`src/hw/sotp_pkg.sv`:
```
package sotp_pkg;
  localparam int ADDR_W = 13;
  localparam int ROW_W  = 13;
  localparam int COL_W  = 9;
  localparam int DATA_W = 32;
  localparam int LAT_MAX = 6;

  localparam logic [1:0] MRS_LOCK_CYC = 2'h3;

  localparam int MF_LAT_HI = 5;
  localparam int MF_LAT_LO = 3;
  localparam int MF_ILV    = 2;
  localparam int MF_BL_HI  = 1;
  localparam int MF_BL_LO  = 0;
  localparam logic [2:0] LAT_CODE_4 = 3'h3;
  localparam logic [2:0] LAT_CODE_6 = 3'h5;
  localparam logic [2:0] LAT_CODE_OFS = 3'h1;
  localparam logic [1:0] BL_CODE_4 = 2'h1;
  localparam logic [1:0] BL_CODE_8 = 2'h2;
  localparam logic [2:0] BL4_MASK = 3'h3;
  localparam logic [2:0] BL8_MASK = 3'h7;
  localparam logic [2:0] TAP_OFS  = 3'h2;

  localparam logic [2:0] RST_LAT = 3'h5;
  localparam logic       RST_ILV = 1'h0;
  localparam logic       RST_BL8 = 1'h0;

  localparam logic [31:0] REG_CTRL_ADDR = 32'h0000_0000;
  localparam logic [31:0] REG_STAT_ADDR = 32'h0000_0004;
  localparam int          CTRL_EN_BIT   = 0;
  localparam logic        CTRL_EN_RST   = 1'h1;
  localparam int ST_STATE_LO = 0;
  localparam int ST_LAT_LO   = 4;
  localparam int ST_ILV_BIT  = 7;
  localparam int ST_BL8_BIT  = 8;
  localparam int ST_WIDE_BIT = 9;
  localparam int ST_LOCK_BIT = 10;
  localparam int ST_ROW_LO   = 16;
  localparam logic [1:0] HTRANS_NONSEQ = 2'h2;
  localparam logic       HRESP_OKAY    = 1'h0;

  typedef enum logic [1:0] {
    ST_STANDBY = 2'b00,
    ST_READ    = 2'b01,
    ST_SUSPEND = 2'b10,
    ST_PDOWN   = 2'b11
  } sotp_state_t;

  typedef enum logic [2:0] {
    CMD_NOP = 3'b000,
    CMD_MRS = 3'b001,
    CMD_ACT = 3'b010,
    CMD_RD  = 3'b011,
    CMD_BST = 3'b100,
    CMD_PRE = 3'b101
  } sotp_cmd_t;

  typedef struct packed {
    logic cs_n;
    logic ras_n;
    logic cas_n;
    logic mw_n;
  } sotp_pins_t;

  typedef struct packed {
    logic [2:0] lat;
    logic       ilv;
    logic       bl8;
  } sotp_mode_t;

  typedef struct packed {
    logic             wide;
    logic [COL_W-1:0] col;
  } sotp_beat_t;
endpackage : sotp_pkg

```
`src/hw/sotp_cmd_dec.sv`:
```
`timescale 1ns/100ps
module sotp_cmd_dec (
  input  wire sotp_pkg::sotp_pins_t pins,
  input  wire logic      enable,
  output sotp_pkg::sotp_cmd_t cmd
);
  import sotp_pkg::*;

  always_comb begin
    cmd = CMD_NOP;
    if (enable && !pins.cs_n) begin
      case ({pins.ras_n, pins.cas_n, pins.mw_n})
        3'b000:  cmd = CMD_MRS;
        3'b011:  cmd = CMD_ACT;
        3'b101:  cmd = CMD_RD;
        3'b110:  cmd = CMD_BST;
        3'b010:  cmd = CMD_PRE;
        default: cmd = CMD_NOP;
      endcase
    end
  end
endmodule : sotp_cmd_dec

```
`src/hw/sotp_lat_pipe.sv`:
```
`timescale 1ns/100ps
module sotp_lat_pipe #(
  parameter int DEPTH = 5,
  parameter int W     = 10,
  parameter int TAP_W = 3
) (
  input  wire logic             clk_sys,
  input  wire logic             rstn,
  input  wire logic             adv,
  input  wire logic             in_vld,
  input  wire logic [W-1:0]     in_data,
  input  wire logic [TAP_W-1:0] tap_sel,
  output logic                  out_vld,
  output logic [W-1:0]          out_data,
  output logic                  busy
);
  logic [DEPTH-1:0] vld_ff;
  logic [W-1:0]     data_ff [DEPTH];

  if (DEPTH < 2 || (1 << TAP_W) < DEPTH) begin : g_bad
    $error("sotp_lat_pipe: bad DEPTH or TAP_W");
  end

  // Frozen while adv is low
  always_ff @(posedge clk_sys or negedge rstn) begin
    if (!rstn) begin
      vld_ff <= '0;
    end else if (adv) begin
      vld_ff <= {vld_ff[DEPTH-2:0], in_vld};
    end
  end

  always_ff @(posedge clk_sys) begin
    if (adv) begin
      data_ff[0] <= in_data;
      for (int i = 1; i < DEPTH; i++) begin
        data_ff[i] <= data_ff[i-1];
      end
    end
  end

  always_comb begin
    out_vld  = 1'b0;
    out_data = '0;
    busy     = 1'b0;
    for (int i = 0; i < DEPTH; i++) begin
      if (i <= int'(tap_sel)) begin
        busy = busy | vld_ff[i];
      end
      if (i == int'(tap_sel)) begin
        out_vld  = vld_ff[i];
        out_data = data_ff[i];
      end
    end
  end
endmodule : sotp_lat_pipe

```
`src/hw/sotp_read_ctrl.sv`:
```
`timescale 1ns/100ps
module sotp_read_ctrl (
  input  wire logic                        clk_sys,
  input  wire logic                        rstn,
  // AHB-Lite slave
  input  wire logic                        hsel,
  input  wire logic [31:0]                 haddr,
  input  wire logic [1:0]                  htrans,
  input  wire logic                        hwrite,
  input  wire logic [2:0]                  hsize,
  input  wire logic [31:0]                 hwdata,
  input  wire logic                        hready,
  output logic                             hreadyout,
  output logic [31:0]                      hrdata,
  output logic                             hresp,
  // Command pins
  input  wire logic                        clk_gate_in,
  input  wire logic                        chip_select_n,
  input  wire logic                        row_strobe_n,
  input  wire logic                        col_strobe_n,
  input  wire logic                        mode_write_n,
  input  wire logic                        width_select,
  input  wire logic                        output_mask,
  input  wire logic                        static_op_select,
  input  wire logic [sotp_pkg::ADDR_W-1:0] addr_in,
  // Array port
  output logic                             array_rd,
  output logic [sotp_pkg::ROW_W-1:0]       array_row,
  output logic [sotp_pkg::COL_W-1:0]       array_col,
  output logic                             array_wide,
  input  wire logic [sotp_pkg::DATA_W-1:0] array_rdata,
  // Data pins
  output logic [sotp_pkg::DATA_W-1:0]      dq_out,
  output logic                             dq_oe
);
  import sotp_pkg::*;

  localparam int PIPE_D = LAT_MAX - 1;
  localparam int BEAT_W = $bits(sotp_beat_t);

  sotp_state_t      state_ff;
  sotp_state_t      nxt_state;
  sotp_mode_t       mode_ff;
  sotp_cmd_t        cmd;
  sotp_pins_t       pins;
  sotp_beat_t       beat;
  sotp_beat_t       tap_beat;
  logic             cke_prev_ff;
  logic [1:0]       lock_cnt_ff;
  logic [ROW_W-1:0] row_address_in_ff;
  logic             issue_act_ff;
  logic [2:0]       beat_cnt_ff;
  logic [COL_W-1:0] start_col_ff;
  logic             wide_ff;
  logic             last_wide_ff;
  logic             port_en_ff;
  logic             run;
  logic             cmd_ok;
  logic             beat_vld;
  logic             tap_vld;
  logic             pipe_busy;
  logic             stop_issue;
  logic [2:0]       bl_last;
  logic [2:0]       tap_sel;
  logic [DATA_W-1:0] dq_out_ff;
  logic             dq_vld_ff;
  logic             ahb_act_ff;
  logic             ahb_wr_ff;
  logic [31:0]      ahb_addr_ff;
  logic [31:0]      hrdata_ff;
  logic [31:0]      stat_word;

  function automatic logic [COL_W-1:0] burst_col(
    input logic [COL_W-1:0] start,
    input logic [2:0]       k,
    input sotp_mode_t       m
  );
    logic [2:0] msk;
    logic [2:0] low;
    msk = m.bl8 ? BL8_MASK : BL4_MASK;
    low = m.ilv ? (start[2:0] ^ k) : 3'(start[2:0] + k);
    burst_col = {start[COL_W-1:3], (start[2:0] & ~msk) | (low & msk)};
  endfunction : burst_col

  // Command decode gating
  assign pins = '{cs_n: chip_select_n, ras_n: row_strobe_n,
                  cas_n: col_strobe_n, mw_n: mode_write_n};

  always_comb begin
    cmd_ok = cke_prev_ff && !static_op_select && port_en_ff;
    if (lock_cnt_ff != 2'h0) begin
      cmd_ok = 1'b0;
    end
    case (state_ff)
      ST_STANDBY: cmd_ok = cmd_ok;
      ST_READ:    cmd_ok = cmd_ok && clk_gate_in;
      default:    cmd_ok = 1'b0;
    endcase
  end

  sotp_cmd_dec u_dec (
    .pins   (pins),
    .enable (cmd_ok),
    .cmd    (cmd)
  );

  // Clock enable sampled one cycle back
  always_ff @(posedge clk_sys or negedge rstn) begin
    if (!rstn) begin
      cke_prev_ff <= 1'b1;
    end else begin
      cke_prev_ff <= clk_gate_in;
    end
  end

  // Mode set lockout
  always_ff @(posedge clk_sys or negedge rstn) begin
    if (!rstn) begin
      lock_cnt_ff <= 2'h0;
    end else if (cmd == CMD_MRS && state_ff == ST_STANDBY) begin
      lock_cnt_ff <= MRS_LOCK_CYC;
    end else if (lock_cnt_ff != 2'h0) begin
      lock_cnt_ff <= lock_cnt_ff - 2'h1;
    end
  end

  // Mode register; reserved codes leave a field unchanged
  always_ff @(posedge clk_sys or negedge rstn) begin
    if (!rstn) begin
      mode_ff <= '{lat: RST_LAT, ilv: RST_ILV, bl8: RST_BL8};
    end else if (cmd == CMD_MRS && state_ff == ST_STANDBY) begin
      if (addr_in[MF_LAT_HI:MF_LAT_LO] >= LAT_CODE_4 &&
          addr_in[MF_LAT_HI:MF_LAT_LO] <= LAT_CODE_6) begin
        mode_ff.lat <= addr_in[MF_LAT_HI:MF_LAT_LO] + LAT_CODE_OFS;
      end
      mode_ff.ilv <= addr_in[MF_ILV];
      if (addr_in[MF_BL_HI:MF_BL_LO] == BL_CODE_4) begin
        mode_ff.bl8 <= 1'b0;
      end else if (addr_in[MF_BL_HI:MF_BL_LO] == BL_CODE_8) begin
        mode_ff.bl8 <= 1'b1;
      end
    end
  end

  // Row latch kept through suspend and power down
  always_ff @(posedge clk_sys or negedge rstn) begin
    if (!rstn) begin
      row_address_in_ff <= '0;
    end else if (cmd == CMD_ACT) begin
      row_address_in_ff <= addr_in[ROW_W-1:0];
    end
  end

  // Burst issue
  assign run        = (state_ff != ST_SUSPEND);
  assign bl_last    = mode_ff.bl8 ? BL8_MASK : BL4_MASK;
  assign stop_issue = (cmd == CMD_BST) || (cmd == CMD_PRE) || (cmd == CMD_ACT);

  always_comb begin
    beat_vld = 1'b0;
    beat     = '{wide: wide_ff, col: burst_col(start_col_ff, beat_cnt_ff, mode_ff)};
    if (cmd == CMD_RD) begin
      beat_vld = 1'b1;
      beat     = '{wide: width_select, col: addr_in[COL_W-1:0]};
    end else if (issue_act_ff && run && !stop_issue) begin
      beat_vld = 1'b1;
    end
  end

  always_ff @(posedge clk_sys or negedge rstn) begin
    if (!rstn) begin
      issue_act_ff <= 1'b0;
      beat_cnt_ff  <= 3'h0;
      start_col_ff <= '0;
      wide_ff      <= 1'b0;
    end else if (cmd == CMD_RD) begin
      issue_act_ff <= 1'b1;
      beat_cnt_ff  <= 3'h1;
      start_col_ff <= addr_in[COL_W-1:0];
      wide_ff      <= width_select;
    end else if (stop_issue) begin
      issue_act_ff <= 1'b0;
    end else if (beat_vld) begin
      beat_cnt_ff <= 3'(beat_cnt_ff + 3'h1);
      if (beat_cnt_ff == bl_last) begin
        issue_act_ff <= 1'b0;
      end
    end
  end

  always_ff @(posedge clk_sys or negedge rstn) begin
    if (!rstn) begin
      last_wide_ff <= 1'b0;
    end else if (cmd == CMD_RD) begin
      last_wide_ff <= width_select;
    end
  end

  // Read latency pipeline
  assign tap_sel = mode_ff.lat - TAP_OFS;

  sotp_lat_pipe #(
    .DEPTH (PIPE_D),
    .W     (BEAT_W),
    .TAP_W (3)
  ) u_pipe (
    .clk_sys  (clk_sys),
    .rstn     (rstn),
    .adv      (run),
    .in_vld   (beat_vld),
    .in_data  (beat),
    .tap_sel  (tap_sel),
    .out_vld  (tap_vld),
    .out_data (tap_beat),
    .busy     (pipe_busy)
  );

  assign array_rd   = tap_vld && run;
  assign array_row  = row_address_in_ff;
  assign array_col  = tap_beat.col;
  assign array_wide = tap_beat.wide;

  // Output data register, frozen in suspend
  always_ff @(posedge clk_sys or negedge rstn) begin
    if (!rstn) begin
      dq_out_ff <= '0;
      dq_vld_ff <= 1'b0;
    end else if (run) begin
      dq_vld_ff <= tap_vld;
      if (tap_vld) begin
        dq_out_ff <= array_rdata;
      end
    end
  end

  assign dq_out = dq_out_ff;
  assign dq_oe  = dq_vld_ff && !output_mask;

  // Operating state
  always_comb begin
    nxt_state = state_ff;
    case (state_ff)
      ST_STANDBY: begin
        if (cmd == CMD_RD) begin
          nxt_state = ST_READ;
        end else if (!clk_gate_in && chip_select_n) begin
          nxt_state = ST_PDOWN;
        end
      end
      ST_READ: begin
        if (!issue_act_ff && !pipe_busy && cmd != CMD_RD) begin
          nxt_state = ST_STANDBY;
        end else if (!clk_gate_in) begin
          nxt_state = ST_SUSPEND;
        end
      end
      ST_SUSPEND: begin
        if (clk_gate_in) begin
          nxt_state = ST_READ;
        end
      end
      ST_PDOWN: begin
        if (clk_gate_in) begin
          nxt_state = ST_STANDBY;
        end
      end
      default: nxt_state = ST_STANDBY;
    endcase
  end

  always_ff @(posedge clk_sys or negedge rstn) begin
    if (!rstn) begin
      state_ff <= ST_STANDBY;
    end else begin
      state_ff <= nxt_state;
    end
  end

  // AHB-Lite register slave, zero wait states
  always_comb begin
    stat_word = '0;
    stat_word[ST_STATE_LO +: 2]  = state_ff;
    stat_word[ST_LAT_LO +: 3]    = mode_ff.lat;
    stat_word[ST_ILV_BIT]        = mode_ff.ilv;
    stat_word[ST_BL8_BIT]        = mode_ff.bl8;
    stat_word[ST_WIDE_BIT]       = last_wide_ff;
    stat_word[ST_LOCK_BIT]       = (lock_cnt_ff != 2'h0);
    stat_word[ST_ROW_LO +: ROW_W] = row_address_in_ff;
  end

  always_ff @(posedge clk_sys or negedge rstn) begin
    if (!rstn) begin
      ahb_act_ff  <= 1'b0;
      ahb_wr_ff   <= 1'b0;
      ahb_addr_ff <= '0;
      hrdata_ff   <= '0;
    end else if (hready) begin
      ahb_act_ff  <= hsel && (htrans == HTRANS_NONSEQ);
      ahb_wr_ff   <= hwrite;
      ahb_addr_ff <= haddr;
      if (hsel && htrans == HTRANS_NONSEQ && !hwrite) begin
        if (haddr == REG_CTRL_ADDR) begin
          hrdata_ff <= {31'h0000_0000, port_en_ff};
        end else if (haddr == REG_STAT_ADDR) begin
          hrdata_ff <= stat_word;
        end else begin
          hrdata_ff <= '0;
        end
      end
    end
  end

  always_ff @(posedge clk_sys or negedge rstn) begin
    if (!rstn) begin
      port_en_ff <= CTRL_EN_RST;
    end else if (ahb_act_ff && ahb_wr_ff && ahb_addr_ff == REG_CTRL_ADDR) begin
      port_en_ff <= hwdata[CTRL_EN_BIT];
    end
  end

  assign hreadyout = 1'b1;
  assign hresp     = HRESP_OKAY;
  assign hrdata    = hrdata_ff;
endmodule : sotp_read_ctrl

```
`config.mk`:
```
export PLATFORM = sky130hd
export DESIGN_NAME = sotp_read_ctrl
export DESIGN_NICKNAME = d
export VERILOG_FILES = /design/src/hw/sotp_pkg.sv /design/src/hw/sotp_cmd_dec.sv /design/src/hw/sotp_lat_pipe.sv /design/src/hw/sotp_read_ctrl.sv
export SDC_FILE = /design/constraint.sdc
export NUM_CORES = 1
export LEC_CHECK = 0
export ABC_AREA = 1
export BUFFER_PORTS_ARGS = -buffer_cell sky130_fd_sc_hd__buf_2
export CAP_MARGIN = 20
export CORE_ASPECT_RATIO = 0.9
export CORE_MARGIN = 2
export CORE_UTILIZATION = 30
export CTS_BUF_LIST = sky130_fd_sc_hd__clkbuf_2
export DETAILED_ROUTE_END_ITERATION = 8
export PLACE_DENSITY_LB_ADDON = 0.3
export SLEW_MARGIN = 20
export SYNTH_ARGS = -nofsm -noshare
export SYNTH_HDL_FRONTEND = slang
export SYNTH_SLANG_ARGS = --single-unit
```
`constraint.sdc`:
```
create_clock -name clk_sys -period 2.5 [get_ports clk_sys]
set_clock_uncertainty 0.05 [all_clocks]
set_input_delay 0.125 -clock clk_sys [delete_from_list [all_inputs] [get_ports clk_sys]]
set_output_delay 0.125 -clock clk_sys [all_outputs]
set_load 0.005 [all_outputs]
```
==> impl_metrics.yaml <==
timing:
  max_freq_mhz: 391.2
  hold_viol: 0
  finalCritPeriodShare_pct: 102.2
  post-route-min-period_ps: 2556
  max_slew_margin_pct: 43.51
  rsz0062_at_grt: "yes"
  worstMarginPinSlew_ps: 846.5
  whs_ps: 82.59
  fin_setup_tns_ps: -174.6
  fin_ws_ps: -56.09
  setup_viol: 7
  report.final.slew_viol_count: 0
cells_and_area:
  finalNetCount: 1336
  seq_area_um2: 4810
  multi_input_area_um2: 2605
  fill_cells: 2425
  drive_gt1_share_pct: 23.37
  syn_to_final_growth_pct: 46.71
  utilization_pct: 44.66
setup_path:
  start_kind: "flip-flop"
  path_class: "flip-flop to output port"
  cp_max_fo: 5
  cp-end-kind: "output port"
  crit_required_ps: 2330
  cp.arrival_ps: 2380
detailed_routing:
  wl_um: 21960
  ant_nets: 0
  route.met2.wl_um: 11260
  vias: 6859
  wire_per_inst_um: 14.07
  drc: 0
  m1WireLength_um: 9455
  routed_via_density: 4.397
  met3_length_um: 770
  drt_first_pass_iters: 5
  drt_iter0_drc: 420
  highest-signal-layer: "met4"
outcome:
  violations: "setup timing"
  outcome: "finished with violations"
yosys:
  synth.distinct_cells: 35
  ys_warn_count: 0
  async_flop_share_pct: 72.53
  synth_area_leaders: "dfrtp_1, edfxtp_1, nand2_1"
  synthCells: 827
  synthTopCellsByCount: "nand2_1, dfrtp_1, inv_1"
  synth_edf_count: 50
  synthFlopType: "dfrtp_1"
  syn_avg_cell_area_um2: 9.568
  post-synth-top-count-cell: "nand2_1"
  synth-seq-cells: 182
  syn_area_um2: 7913
  netlist.area_leader.share_pct: 40.48
  synth.yosys.seq_area_share_pct: 60.78
  yosysTopAreaCell: "dfrtp_1"
cts:
  worstSkewPairLatency_ps: 750
  clockBufferDepth: 2
  cts_tree: "built"
  cts-root-buf: "clkbuf_2"
  cts_num_sinks: 182
  clkSlewWorstSetupHoldPaths_ps: 270
  cts_made_buffers: 17
  h-tree-depth: 4
placement:
  dp_hpwl_um: 13300
  port-buffer-count: 171
  place_congestion: 0.7933
  dp_slack_ps: 287.3
power_and_ir_drop:
  power_mw: 8.236
  ir_drop_mv: 0.2759
  leakagePower_nw: 5.710
  power_density_nw_per_um2: 709.5
worst_hold_path:
  worstHoldPathType: "input port to flip-flop"
grt:
  grt_overflow: 0
  antenna_found_initial: 1
  grt_pass1_vias: 6791
  grt_first_pass_wirelength_um: 34190
  track_usage_pct: 15.66
  grt_max_degree: 54
floorplanning:
  rows: 56
  initial_core_util_pct: 30.44
  dieArea_um2: 27690
  fp.coreArea_um2: 25990
  io-pin-count: 218
  dieHeight_um: 158.1
  dieWidth_um: 175.2
flow_run:
  maxCapViolations: 0
==> where the power goes <==
part | switching [mW] | internal, mW
Clock | 1.18 | 0.330
Sequential | 0.473 | 4.08
Combinational | 1.20 | 0.971
Total | 2.85 | 5.38
==> final cells by class <==
| cell class | count | share of cell area, % |
|---|---|---|
| repair buffers | 397 | 27.02 |
| diodes | 1 | 0.02156 |
| inverters | 96 | 3.212 |
| clock buffers | 17 | 0.7329 |
| well taps | 348 | 3.751 |
| multi-input cells | 504 | 22.44 |
| flip-flops and latches | 182 | 41.43 |
| clock inverters | 15 | 1.390 |
==> timing repair <==
item / CTS / global route
resized for setup: 22 / 16
hold buffers: 196 / 2
pin swaps: 3 / 7
setup endpoints to repair: 11 / 19
buffers inserted: 3 / 4
cloned: 1 / 1
hold endpoints to repair: 269 / 2
==> per-layer routing <==
layer  track usage [%]  up-vias
met2             26.92      157
met4             5.397        0
li1                  -     3398
met3             3.722       41
met1             19.36     3263
met5                 0        -
==> final timing paths <==
| kind | from | to | slack, ps | cells after the start |
|---|---|---|---|---|
| hold / removal | array_rdata[20] | dq_out[20] | 80 | 4 |
| max in group asynchronous | rstn | cke_prev_ff | 1650 | 4 |
| setup reg to reg | lock_cnt_ff[0] | state_ff[1] | 150 | 12 |
| hold reg to reg | u_pipe.data_ff[0][15] | u_pipe.data_ff[0][25] | 420 | 0 |
| min in group asynchronous | rstn | dq_out[22] | 400 | 4 |
| setup / recovery | mode_ff[3] | array_col[4] | -60 | 9 |
==> sequential cells by signal (all words and copies together), names as in the netlist <==
register / flops
lock_cnt_ff: 2
u_pipe.data_ff: 50
ahb_act_ff: 1
issue_act_ff: 1
array_row: 13
dq_out: 32
ahb_addr_ff: 32
ahb_wr_ff: 1
cke_prev_ff: 1
dq_vld_ff: 1
start_col_ff: 9
last_wide_ff: 1
port_en_ff: 1
state_ff: 2
mode_ff: 5
u_pipe.vld_ff: 5
hrdata: 22
beat_cnt_ff: 3
==> cells in the final DEF, fill, tap and decap left out, types with 21 or more instances in the layout <==
| cell type | count |
|---|---|
| buf_2 | 170 |
| buf_4 | 21 |
| dfrtp_1 | 128 |
| dlygate4sd3_1 | 197 |
| edfxtp_1 | 50 |
| inv_1 | 89 |
| nand2_1 | 223 |
| nand3_1 | 79 |
| nor2_1 | 53 |
| o21ai_0 | 42 |
==> cells by family (layout without fill, tap and decap cells) <==
logic type / after synthesis / count (layout) / synth area share, %
muxes: 17 / 17 / 2.419
xor gates and xnor gates: 2 / 2 / 0.2214
AOI/OAI and AO/OA: 76 / 76 / 5.392
adders and majority gates: 11 / 11 / 1.834
other: 2 / 13 / 0.09491
buffers and inverters: 151 / 525 / 8.697
DFF: 182 / 182 / 60.78
and+or+nand+nor: 386 / 386 / 20.56
==> metrics by stage <==
| stage | area, um^2 | std cells |
|---|---|---|
| final | 11610 | 1560 |
| after global routing | 11610 | 1560 |
| after CTS | 11470 | 1552 |
| after detailed placement | 9105 | 1320 |
| after global placement | 9105 | 1320 |
| after floorplan | 7950 | 837 |
==> worst max-delay path: stages, from the launching register on <==
cell and delay [ps]:
dfrtp_1 430, inv_2 60, ha_4 300, inv_6 50
nand2_4 80, inv_4 50, buf_8 130, a221oi_2 280
nand3_1 120, buf_2 150
(Power assumes the default switching activity.)
